==> src/pfl_pkg.sv <==
/*
  Shared constants and types for the loop feedback and lock detect block.
  Assumes an 8-bit register port and tick inputs synchronous to core_clk.
*/
package pfl_pkg;

  // Clock and static-clock timeout
  localparam int unsigned CLK_PERIOD_NS = 4;
  localparam int unsigned STATIC_TIME_NS = 2000;
  localparam int unsigned STATIC_CYCLES = STATIC_TIME_NS / CLK_PERIOD_NS;
  localparam int unsigned STATIC_W = $clog2(STATIC_CYCLES + 1);

  // Register offsets
  localparam logic [7:0] ADDR_LOOP_CFG = 8'h20;
  localparam logic [7:0] ADDR_TH_LO = 8'h21;
  localparam logic [7:0] ADDR_TH_HI = 8'h22;
  localparam logic [7:0] ADDR_GOOD_CNT = 8'h23;
  localparam logic [7:0] ADDR_M0_LO = 8'h24;
  localparam logic [7:0] ADDR_M0_HI = 8'h25;
  localparam logic [7:0] ADDR_M1_LO = 8'h26;
  localparam logic [7:0] ADDR_M1_HI = 8'h27;
  localparam logic [7:0] ADDR_P1 = 8'h28;
  localparam logic [7:0] ADDR_GPIO_SEL = 8'h29;
  localparam logic [7:0] ADDR_SYNTH_DIV_HI = 8'h2C;
  localparam logic [7:0] ADDR_SYNTH_DIV_LO = 8'h2D;
  localparam logic [7:0] ADDR_STATUS = 8'h2E;

  // Loop configuration field positions
  localparam int unsigned CFG_ROUTE_BIT = 0;
  localparam int unsigned CFG_OSC_HALVE_BIT = 1;
  localparam int unsigned CFG_EXT_HALVE_BIT = 2;
  localparam int unsigned CFG_DOUBLER_BIT = 3;
  localparam int unsigned CFG_FORCE_BIT = 4;
  localparam int unsigned CFG_MODE_LSB = 5;

  // Status field positions
  localparam int unsigned ST_L1_LIVE_BIT = 0;
  localparam int unsigned ST_L2_LIVE_BIT = 1;
  localparam int unsigned ST_L1_LATCH_BIT = 2;
  localparam int unsigned ST_L2_LATCH_BIT = 3;

  // Reset values
  localparam logic [7:0] LOOP_CFG_RST = 8'h10;
  localparam logic [14:0] TH_RST = 15'h0010;
  localparam logic [1:0] GOOD_CNT_RST = 2'h1;
  localparam logic [14:0] M0_RST = 15'h0004;
  localparam logic [13:0] M1_RST = 14'h0001;
  localparam logic [6:0] P1_RST = 7'h01;
  localparam logic [3:0] GPIO_SEL_RST = 4'h4;
  localparam logic [7:0] SYNTH_DIV_HI_RST = 8'h00;
  localparam logic [7:0] SYNTH_DIV_LO_RST = 8'h10;

  // GPIO source codes
  localparam logic [1:0] GPIO_SRC_L1_LOCK = 2'h0;
  localparam logic [1:0] GPIO_SRC_L2_LOCK = 2'h1;
  localparam logic [1:0] GPIO_SRC_L1_LOSS = 2'h2;

  typedef enum logic [1:0] {
    MODE_DUAL = 2'b00,
    MODE_SYNTH = 2'b01,
    MODE_VCXO = 2'b10,
    MODE_BYPASS = 2'b11
  } pfl_mode_e;

  typedef struct packed {
    pfl_mode_e mode;
    logic center_force;
    logic doubler_en;
    logic ext_halve;
    logic osc_halve;
    logic route_sel;
  } pfl_cfg_s;

  typedef struct packed {
    logic l2_latched;
    logic l1_latched;
    logic l2_live;
    logic l1_live;
  } pfl_status_s;

endpackage : pfl_pkg

==> src/pfl_tick_div.sv <==
/*
  Integer divider for one-cycle tick pulses.
  Assumes tick_in is synchronous to core_clk; a ratio of 0 acts as 1.
*/
`timescale 1ns/100ps
module pfl_tick_div
  import pfl_pkg::*;
(
  input wire logic core_clk,
  input wire logic arst_n,
  input wire logic tick_in,
  input wire logic [15:0] ratio,
  output logic tick_out
);

  logic [15:0] cnt_reg;
  logic [15:0] cnt_next;
  logic tick_reg;
  logic wrap;

  // Wrap when the last input tick of a period arrives
  assign wrap = tick_in && ((cnt_reg + 16'h0001) >= ratio);
  assign cnt_next = !tick_in ? cnt_reg : (wrap ? 16'h0000 : cnt_reg + 16'h0001);
  assign tick_out = tick_reg;

  // Count and emit one pulse per period
  always_ff @(posedge core_clk or negedge arst_n) begin
    if (!arst_n) begin
      cnt_reg <= 16'h0000;
      tick_reg <= 1'b0;
    end else begin
      cnt_reg <= cnt_next;
      tick_reg <= wrap;
    end
  end

endmodule : pfl_tick_div

==> src/pfl_lock_ctrl.sv <==
/*
  Feedback routing, divider selection and lock detection for both loops.
  Assumes tick inputs are one-cycle pulses synchronous to core_clk.
*/
`timescale 1ns/100ps
module pfl_lock_ctrl
  import pfl_pkg::*;
(
  input wire logic core_clk,
  input wire logic arst_n,
  input wire logic reg_wr_en,
  input wire logic reg_rd_en,
  input wire logic [7:0] reg_addr,
  input wire logic [7:0] reg_wdata,
  output logic [7:0] reg_rdata,
  input wire logic ref_in_tick,
  input wire logic ref_pd_tick,
  input wire logic vcxo_tick,
  input wire logic vco_tick,
  input wire logic [14:0] pd_phase_err,
  input wire logic holdover,
  input wire logic synth_cal_done,
  input wire logic synth_vtune_in_window,
  output logic first_loop_fb_tick,
  output logic synth_fb_tick,
  output logic synth_pfd_tick,
  output logic synth_doubler_on,
  output logic vco_eff_tick,
  output logic delay_ref_tick,
  output logic oscillator_center_force,
  output logic [1:0] gpio_out
);

  // Register storage
  pfl_cfg_s cfg_reg;
  logic [14:0] phase_window_threshold_reg;
  logic [1:0] good_count_reg;
  logic [14:0] first_loop_feedback_div_reg;
  logic [13:0] cascade_feedback_div_reg;
  logic [6:0] synth_ref_prediv_reg;
  logic [3:0] gpio_sel_reg;
  logic [7:0] synth_feedback_divider_hi_reg;
  logic [7:0] synth_feedback_divider_lo_reg;
  logic first_loop_lock_latched_reg;
  logic second_loop_lock_latched_reg;
  logic [7:0] reg_rdata_reg;

  // Address decode
  logic wr_cfg, wr_th_lo, wr_th_hi, wr_good, wr_m0_lo, wr_m0_hi;
  logic wr_m1_lo, wr_m1_hi, wr_p1, wr_gpio, wr_m2_hi, wr_m2_lo, wr_status;
  assign wr_cfg = reg_wr_en && (reg_addr == ADDR_LOOP_CFG);
  assign wr_th_lo = reg_wr_en && (reg_addr == ADDR_TH_LO);
  assign wr_th_hi = reg_wr_en && (reg_addr == ADDR_TH_HI);
  assign wr_good = reg_wr_en && (reg_addr == ADDR_GOOD_CNT);
  assign wr_m0_lo = reg_wr_en && (reg_addr == ADDR_M0_LO);
  assign wr_m0_hi = reg_wr_en && (reg_addr == ADDR_M0_HI);
  assign wr_m1_lo = reg_wr_en && (reg_addr == ADDR_M1_LO);
  assign wr_m1_hi = reg_wr_en && (reg_addr == ADDR_M1_HI);
  assign wr_p1 = reg_wr_en && (reg_addr == ADDR_P1);
  assign wr_gpio = reg_wr_en && (reg_addr == ADDR_GPIO_SEL);
  assign wr_m2_hi = reg_wr_en && (reg_addr == ADDR_SYNTH_DIV_HI);
  assign wr_m2_lo = reg_wr_en && (reg_addr == ADDR_SYNTH_DIV_LO);
  assign wr_status = reg_wr_en && (reg_addr == ADDR_STATUS);

  // Configuration registers
  always_ff @(posedge core_clk or negedge arst_n) begin
    if (!arst_n) begin
      cfg_reg <= pfl_cfg_s'(LOOP_CFG_RST[6:0]);
      phase_window_threshold_reg <= TH_RST;
      good_count_reg <= GOOD_CNT_RST;
      first_loop_feedback_div_reg <= M0_RST;
      cascade_feedback_div_reg <= M1_RST;
      synth_ref_prediv_reg <= P1_RST;
      gpio_sel_reg <= GPIO_SEL_RST;
      synth_feedback_divider_hi_reg <= SYNTH_DIV_HI_RST;
      synth_feedback_divider_lo_reg <= SYNTH_DIV_LO_RST;
    end else begin
      if (wr_cfg) cfg_reg <= pfl_cfg_s'(reg_wdata[6:0]);
      if (wr_th_lo) phase_window_threshold_reg[7:0] <= reg_wdata;
      if (wr_th_hi) phase_window_threshold_reg[14:8] <= reg_wdata[6:0];
      if (wr_good) good_count_reg <= reg_wdata[1:0];
      if (wr_m0_lo) first_loop_feedback_div_reg[7:0] <= reg_wdata;
      if (wr_m0_hi) first_loop_feedback_div_reg[14:8] <= reg_wdata[6:0];
      if (wr_m1_lo) cascade_feedback_div_reg[7:0] <= reg_wdata;
      if (wr_m1_hi) cascade_feedback_div_reg[13:8] <= reg_wdata[5:0];
      if (wr_p1) synth_ref_prediv_reg <= reg_wdata[6:0];
      if (wr_gpio) gpio_sel_reg <= reg_wdata[3:0];
      if (wr_m2_hi) synth_feedback_divider_hi_reg <= reg_wdata;
      if (wr_m2_lo) synth_feedback_divider_lo_reg <= reg_wdata;
    end
  end

  assign oscillator_center_force = cfg_reg.center_force;

  // Oscillator halving, one tick in two passes; the VCO path halves only when ext_halve is set
  logic vco_half_tick, vcxo_half_tick;
  logic [15:0] ext_ratio, osc_ratio;
  assign ext_ratio = cfg_reg.ext_halve ? 16'h0002 : 16'h0001;
  assign osc_ratio = 16'h0002;

  pfl_tick_div u_vco_half (
    .core_clk(core_clk),
    .arst_n(arst_n),
    .tick_in(vco_tick),
    .ratio(ext_ratio),
    .tick_out(vco_half_tick)
  );

  pfl_tick_div u_vcxo_half (
    .core_clk(core_clk),
    .arst_n(arst_n),
    .tick_in(vcxo_tick),
    .ratio(osc_ratio),
    .tick_out(vcxo_half_tick)
  );

  // halved clock feeds synth divider and outputs
  assign vco_eff_tick = vco_half_tick;

  // Cascade divider on the second loop output
  logic m1_tick;
  pfl_tick_div u_cascade_div (
    .core_clk(core_clk),
    .arst_n(arst_n),
    .tick_in(vco_half_tick),
    .ratio({2'h0, cascade_feedback_div_reg}),
    .tick_out(m1_tick)
  );

  // First loop feedback route selection
  logic vcxo_path_tick, m0_in_tick, m0_tick;
  // optional halving on the independent route
  assign vcxo_path_tick = cfg_reg.osc_halve ? vcxo_half_tick : vcxo_tick;
  assign m0_in_tick = cfg_reg.route_sel ? m1_tick : vcxo_path_tick;

  pfl_tick_div u_first_fb_div (
    .core_clk(core_clk),
    .arst_n(arst_n),
    .tick_in(m0_in_tick),
    .ratio({1'b0, first_loop_feedback_div_reg}),
    .tick_out(m0_tick)
  );
  assign first_loop_fb_tick = m0_tick;

  pfl_tick_div u_synth_fb_div (
    .core_clk(core_clk),
    .arst_n(arst_n),
    .tick_in(vco_half_tick),
    .ratio({synth_feedback_divider_hi_reg, synth_feedback_divider_lo_reg}),
    .tick_out(synth_fb_tick)
  );

  // Synth input is first loop output, or the input clock in synth mode
  logic synth_in_tick;
  logic [15:0] p1_ratio;
  assign synth_in_tick = (cfg_reg.mode == MODE_SYNTH) ? ref_in_tick : vcxo_tick;
  assign p1_ratio = cfg_reg.doubler_en ? 16'h0001 : {9'h000, synth_ref_prediv_reg};
  assign synth_doubler_on = cfg_reg.doubler_en;

  pfl_tick_div u_synth_prediv (
    .core_clk(core_clk),
    .arst_n(arst_n),
    .tick_in(synth_in_tick),
    .ratio(p1_ratio),
    .tick_out(synth_pfd_tick)
  );

  // Source selector output for the delay circuits
  logic src_tick;
  logic delay_ref_reg;
  // delay reference from selector; only the VCO source is after halving
  assign src_tick = (cfg_reg.mode == MODE_BYPASS) ? ref_in_tick :
                    (cfg_reg.mode == MODE_VCXO) ? vcxo_tick : vco_half_tick;

  always_ff @(posedge core_clk or negedge arst_n) begin
    if (!arst_n) delay_ref_reg <= 1'b0;
    else delay_ref_reg <= src_tick;
  end
  assign delay_ref_tick = delay_ref_reg;

  // Static-clock watchdogs: 0 first loop feedback, 1 first loop reference,
  // 2 second loop input. A silent clock never advances lock logic, so only
  // a timeout can show the loss.
  logic [2:0] wd_tick;
  logic [2:0] wd_alive;
  assign wd_tick = {synth_pfd_tick, ref_pd_tick, m0_tick};

  genvar gi;
  generate
    for (gi = 0; gi < 3; gi++) begin : g_wd
      logic [STATIC_W-1:0] idle_reg;
      always_ff @(posedge core_clk or negedge arst_n) begin
        if (!arst_n) idle_reg <= STATIC_W'(STATIC_CYCLES);
        else if (wd_tick[gi]) idle_reg <= '0;
        else if (idle_reg != STATIC_W'(STATIC_CYCLES)) idle_reg <= idle_reg + STATIC_W'(1);
      end
      assign wd_alive[gi] = (idle_reg != STATIC_W'(STATIC_CYCLES));
    end
  endgenerate

  // First loop lock qualification
  logic l1_mode_ok, l1_enable, l1_err_ok;
  logic [2:0] good_run_reg;
  logic [2:0] good_run_next;
  logic first_loop_lock_live;
  // only in dual and oscillator-only modes
  assign l1_mode_ok = (cfg_reg.mode == MODE_DUAL) || (cfg_reg.mode == MODE_VCXO);
  assign l1_enable = l1_mode_ok && wd_alive[0] && wd_alive[1] &&
                     !cfg_reg.center_force && !holdover;
  assign l1_err_ok = (pd_phase_err <= phase_window_threshold_reg);
  // run of in-window feedback cycles, saturating
  assign good_run_next = !l1_enable ? 3'h0 :
                         !m0_tick ? good_run_reg :
                         !l1_err_ok ? 3'h0 :
                         (good_run_reg == 3'h7) ? good_run_reg : good_run_reg + 3'h1;

  always_ff @(posedge core_clk or negedge arst_n) begin
    if (!arst_n) good_run_reg <= 3'h0;
    else good_run_reg <= good_run_next;
  end

  // more cycles than the qualify count
  assign first_loop_lock_live = l1_enable && (good_run_reg > {1'b0, good_count_reg});

  // Second loop lock
  logic second_loop_lock_live;
  logic l2_mode_ok;
  // only where the second loop is used
  assign l2_mode_ok = (cfg_reg.mode == MODE_DUAL) || (cfg_reg.mode == MODE_SYNTH);
  // calibration done and voltage in window, input not static
  assign second_loop_lock_live = l2_mode_ok && wd_alive[2] &&
                                 synth_cal_done && synth_vtune_in_window;

  // Loss events for latched bits
  logic l1_live_d_reg, l2_live_d_reg;
  logic l1_loss, l2_loss;
  assign l1_loss = l1_live_d_reg && !first_loop_lock_live;
  assign l2_loss = l2_live_d_reg && !second_loop_lock_live;

  always_ff @(posedge core_clk or negedge arst_n) begin
    if (!arst_n) begin
      l1_live_d_reg <= 1'b0;
      l2_live_d_reg <= 1'b0;
    end else begin
      l1_live_d_reg <= first_loop_lock_live;
      l2_live_d_reg <= second_loop_lock_live;
    end
  end

  // Latched bits: write one clears, a same-cycle event wins
  logic clr_l1, clr_l2;
  assign clr_l1 = wr_status && reg_wdata[ST_L1_LATCH_BIT];
  assign clr_l2 = wr_status && reg_wdata[ST_L2_LATCH_BIT];

  always_ff @(posedge core_clk or negedge arst_n) begin
    if (!arst_n) begin
      first_loop_lock_latched_reg <= 1'b0;
      second_loop_lock_latched_reg <= 1'b0;
    end else begin
      if (l1_loss) first_loop_lock_latched_reg <= 1'b1;
      else if (clr_l1) first_loop_lock_latched_reg <= 1'b0;
      if (l2_loss) second_loop_lock_latched_reg <= 1'b1;
      else if (clr_l2) second_loop_lock_latched_reg <= 1'b0;
    end
  end

  pfl_status_s status;
  assign status.l1_live = first_loop_lock_live;
  assign status.l2_live = second_loop_lock_live;
  assign status.l1_latched = first_loop_lock_latched_reg;
  assign status.l2_latched = second_loop_lock_latched_reg;

  // General pins, two select bits per pin
  logic [1:0] gpio_reg;
  generate
    for (gi = 0; gi < 2; gi++) begin : g_gpio
      logic [1:0] sel;
      logic pin_val;
      assign sel = gpio_sel_reg[2*gi +: 2];
      // lock and loss interrupt on pins
      assign pin_val = (sel == GPIO_SRC_L1_LOCK) ? first_loop_lock_live :
                       (sel == GPIO_SRC_L2_LOCK) ? second_loop_lock_live :
                       (sel == GPIO_SRC_L1_LOSS) ? first_loop_lock_latched_reg : 1'b0;
      always_ff @(posedge core_clk or negedge arst_n) begin
        if (!arst_n) gpio_reg[gi] <= 1'b0;
        else gpio_reg[gi] <= pin_val;
      end
    end
  endgenerate
  assign gpio_out = gpio_reg;

  // Read mux; unmapped offsets read zero
  logic [7:0] rd_mux;
  assign rd_mux = (reg_addr == ADDR_LOOP_CFG) ? {1'b0, cfg_reg} :
                  (reg_addr == ADDR_TH_LO) ? phase_window_threshold_reg[7:0] :
                  (reg_addr == ADDR_TH_HI) ? {1'b0, phase_window_threshold_reg[14:8]} :
                  (reg_addr == ADDR_GOOD_CNT) ? {6'h00, good_count_reg} :
                  (reg_addr == ADDR_M0_LO) ? first_loop_feedback_div_reg[7:0] :
                  (reg_addr == ADDR_M0_HI) ? {1'b0, first_loop_feedback_div_reg[14:8]} :
                  (reg_addr == ADDR_M1_LO) ? cascade_feedback_div_reg[7:0] :
                  (reg_addr == ADDR_M1_HI) ? {2'h0, cascade_feedback_div_reg[13:8]} :
                  (reg_addr == ADDR_P1) ? {1'b0, synth_ref_prediv_reg} :
                  (reg_addr == ADDR_GPIO_SEL) ? {4'h0, gpio_sel_reg} :
                  (reg_addr == ADDR_SYNTH_DIV_HI) ? synth_feedback_divider_hi_reg :
                  (reg_addr == ADDR_SYNTH_DIV_LO) ? synth_feedback_divider_lo_reg :
                  (reg_addr == ADDR_STATUS) ? {4'h0, status} : 8'h00;

  // Read data held until the next read
  always_ff @(posedge core_clk or negedge arst_n) begin
    if (!arst_n) reg_rdata_reg <= 8'h00;
    else if (reg_rd_en) reg_rdata_reg <= rd_mux;
  end
  assign reg_rdata = reg_rdata_reg;

endmodule : pfl_lock_ctrl

==> config.mk <==
export PLATFORM = sky130hd
export DESIGN_NAME = pfl_lock_ctrl
export DESIGN_NICKNAME = d
export VERILOG_FILES = /design/src/pfl_pkg.sv /design/src/pfl_tick_div.sv /design/src/pfl_lock_ctrl.sv
export SDC_FILE = /design/constraint.sdc
export NUM_CORES = 1
export LEC_CHECK = 0
export BUFFER_PORTS_ARGS = -buffer_cell sky130_fd_sc_hd__buf_2
export CAP_MARGIN = 10
export CORE_MARGIN = 2
export CORE_UTILIZATION = 45
export CTS_BUF_LIST = sky130_fd_sc_hd__clkbuf_8
export DETAILED_ROUTE_END_ITERATION = 6
export PLACE_DENSITY_LB_ADDON = 0.15
export SLEW_MARGIN = 25
export SYNTH_ARGS = -nofsm -noshare
export SYNTH_HDL_FRONTEND = slang
export SYNTH_HIERARCHICAL = 1
export SYNTH_SLANG_ARGS = --single-unit
==> constraint.sdc <==
create_clock -name core_clk -period 6.4 [get_ports core_clk]
set_input_delay 0.64 -clock core_clk [delete_from_list [all_inputs] [get_ports core_clk]]
set_output_delay 0.64 -clock core_clk [all_outputs]
set_load 0.05 [all_outputs]
==> flow_summary_export.csv <==
group,metric,value,unit
final_layout,fin_nets,1807,
route,vias,11595,
clock_tree,root_buffer,"clkbuf_8",
timing,tns,0,ns
timing,worstMarginPinSlew,0.8320,ns
critical_path,cp_cell_sequence,"nand3_2 -> nor3_2 -> and3_1 -> nand3_1 -> xnor2_1 -> ha_1 -> a21oi_1 -> o21ai_0 -> a211o_1 -> nor2_4 -> mux2_2",
final_layout,syn2layout_area_growth,12.03,%
synthesis,avgSynthCellArea,9.753,sq um
global_routing,track_usage,21.25,%
power,ir_worst_vdd,0.0001507,V
power,combinationalPowerShare,26.5,%
critical_path,max_stage_delay,0.50,ns
final_layout,fin_cells,2117,
synthesis,synth_ff_type,"dfrtp_1",
placement,dp_hpwl,25.75,mm
clock_tree,clock_latency,0.58,ns
route,viasPerCell,5.477,
timing,grt_setup_unrepaired,"no",
route,ant_nets,0,
global_routing,busiest_layer,"met2",
synthesis,ys_types,62,
power,p_per_area,269.1,mW/mm^2
clock_tree,cts_max_path_buffers,3,
synthesis,synth-seq-cells,227,
worst_hold_path,hp-class,"in2async",
timing,finalCritPeriodShare,52.24,%
clock_tree,cts_setup_buffers,0,
final_layout,drive_gt1_share,19.35,%
clock_tree,cts_resized,0,
synthesis,async_flop_share,100.0,%
floorplanning,rows,66,
timing,setup_violations,0,
critical_path,worstPathMaxFanout,11,
placement,place.gp.congestion,0.8467,
power,swShare,34.38,%
clock_tree,clock_sinks,227,
global_routing,overflow,0,
global_routing,grt_pass1_vias,11343,
power,p_leak,0.007994,uW
power,seqPwrFrac,39.9,%
route,wl_per_cell,17.02,um
synthesis,synth_edf_count,0,
clock_tree,hold_buffers,0,
timing,min_period,3.343,ns
critical_path,cp.arrival,3.86,ns
critical_path,cp.required,6.92,ns
global_routing,grt_pass1_wl,58.58,mm
floorplanning,die_x,186.2,um
floorplanning,fp.dieArea,0.03468,sq mm
global_routing,gr-usage-met2,34.17,%
synthesis,yosysTopAreaCell,"dfrtp_1",
route,drt_pass1_iterations,5,
timing,hold_violations,0,
critical_path,critical_path_class,"reg2reg",
clock_tree,cts_tree,"yes",
critical_path,cp-start-kind,"register",
final_layout,final_cell_mix,"201 x dfrtp_1, 148 x inv_1, 127 x ha_1",
synthesis,yosysSeqAreaShare,38.23,%
synthesis,ys_warn_count,6,
power,p_sw,1549,uW
placement,io_buffers,58,
timing,maxSlewViolCount,0,
power,p_clk_share,33.7,%
clock_tree,path_clk_slew,0.06,ns
critical_path,critPathSlowestCell,"a211o_1",
power,power.internal,2956,uW
synthesis,synth_area_leaders,"dfrtp_1 34%, ha_1 11%, mux2_2 6.4%, dfstp_2 4.6%, inv_1 3.4%",
timing,finClkSkew,0.03165,ns
global_routing,antenna_found_initial,1,
global_routing,met1_usage,28.93,%
synthesis,synth_top_area_share,33.66,%
timing,fmax,0.2991,GHz
synthesis,synth_area,0.01494,sq mm
route,drc_errors,0,
floorplanning,io_pins,59,
clock_tree,htree_levels,2,
timing,maxSlewHeadroom,43.10,%
critical_path,critPathLaunch,"u_synth_fb_div/cnt_reg[2]",
placement,place_inst,2033,
final_layout,final_common_cell,"dfrtp_1",
route,drtIter0Drc,732,
synthesis,synth_cells,1532,
floorplanning,die_h,186.2,um
final_layout,largest_register_ff_count,27,
global_routing,grt_max_degree,130,
floorplanning,initial_core_util,45.81,%
global_routing,use_met3,4.030,%
final_layout,fill_cells,3090,
route,routed_wl,36.03,mm
floorplanning,core_area,0.03262,sq mm
critical_path,critPathCaptureType,"register",
clock_tree,cts_made_buffers,45,
critical_path,rr_startpoint,"u_synth_fb_div/cnt_reg[2]",
job,cap_violations,0,
outcome,status,"complete, no violations",
-- Yosys cell counts (8+ instances only) --
cell	instances
inv_1	134
nand2_1	77
buf_1	8
a21oi_1	66
nor2b_1	55
dfrtp_1	201
a22o_1	48
xnor2_1	46
clkbuf_1	27
a31o_2	18
o22ai_1	10
or3_1	10
mux2_2	85
nor2_1	105
a21o_1	18
and3_2	12
nor3_1	14
nand4_1	48
xor2_1	53
and2_1	8
nand2b_1	9
o21ai_1	18
dfstp_2	26
and3_1	17
nand3_1	51
ha_1	127
a211o_1	18
o21ai_2	18
o21ai_0	46
a31oi_1	13
o2bb2ai_1	18
mux2i_1	34
-- critical path: cells and delay by family (launching register included) --
family	cells	cell delay, ns
adder cells (fa/ha/maj)	1	0.29
flip-flops	1	0.43
XOR/XNOR	1	0.21
AO/OA/AOI/OAI	3	0.82
multiplexers	1	0.20
AND/OR/NAND/NOR	5	1.32
-- layer usage --
metal  vias up  part of all wire [%]
met4         0                   2.4
met1      5618                    46
met2       223                    46
met3        62                   5.0
li1       5692                     -
met5         -                     0
-- layout make-up --
cell class | instances | area, sq um | area share (%)
Timing Repair Buffer | 63 | 350.3 | 2.093
Multi-Input combinational cell | 1161 | 8640 | 51.61
Clock buffer | 63 | 867.1 | 5.180
Inverter | 140 | 525.5 | 3.139
Sequential cell | 227 | 5713 | 34.13
Antenna cell | 1 | 2.502 | 0.01495
Tap cell | 442 | 553.0 | 3.304
Clock inverter | 20 | 87.58 | 0.5232
-- through the flow --
stage	hold slack, ns	setup WS, ns	total power (uW)	instance area (sq um)	utilization, %
3_5_place_dp	0.4681	3.107	3016	15780	48.38
2_1_floorplan	0.3444	3.648	2712	15090	-
5_1_grt	0.1205	2.845	4801	16740	51.32
3_3_place_gp	0.4547	3.103	2982	15780	48.38
6_report	0.07964	3.057	4504	16740	51.32
4_1_cts	0.1063	3.088	4565	16740	51.31
-- power groups by stage --
stage	Combinational [uW]	Clock [uW]	Sequential, uW
3_3_place_gp	1170	0	1810
4_1_cts	1200	1570	1800
2_1_floorplan	903	0	1810
5_1_grt	1340	1640	1820
6_report	1190	1520	1800
3_5_place_dp	1200	0	1820
-- worst paths after layout --
| check | end | slack [ns] | depth (start not counted) |
|---|---|---|---|
| setup reg to reg | u_synth_fb_div/cnt_reg[0] | 3.06 | 11 |
| max in group asynchronous | u_synth_prediv/cnt_reg[12] | 5.14 | 2 |
| hold reg to reg | second_loop_lock_latched_reg | 0.48 | 1 |
| setup / recovery | u_synth_fb_div/cnt_reg[0] | 3.06 | 11 |
| hold / removal | good_run_reg[2] | 0.08 | 1 |
| min in group core_clk | g_wd[1].idle_reg[8] | 0.32 | 2 |
-- cells by family after synthesis --
group / synth area share, %
xor gates and xnor gates: 5.803
AOI/OAI and AO/OA: 15.37
muxes: 9.186
adders and majority gates: 10.63
other: 0.05026
and+or+nand+nor: 15.77
buffers and inverters: 4.949
DFF: 38.23
Note: power is estimated with default switching activity, not from simulation.
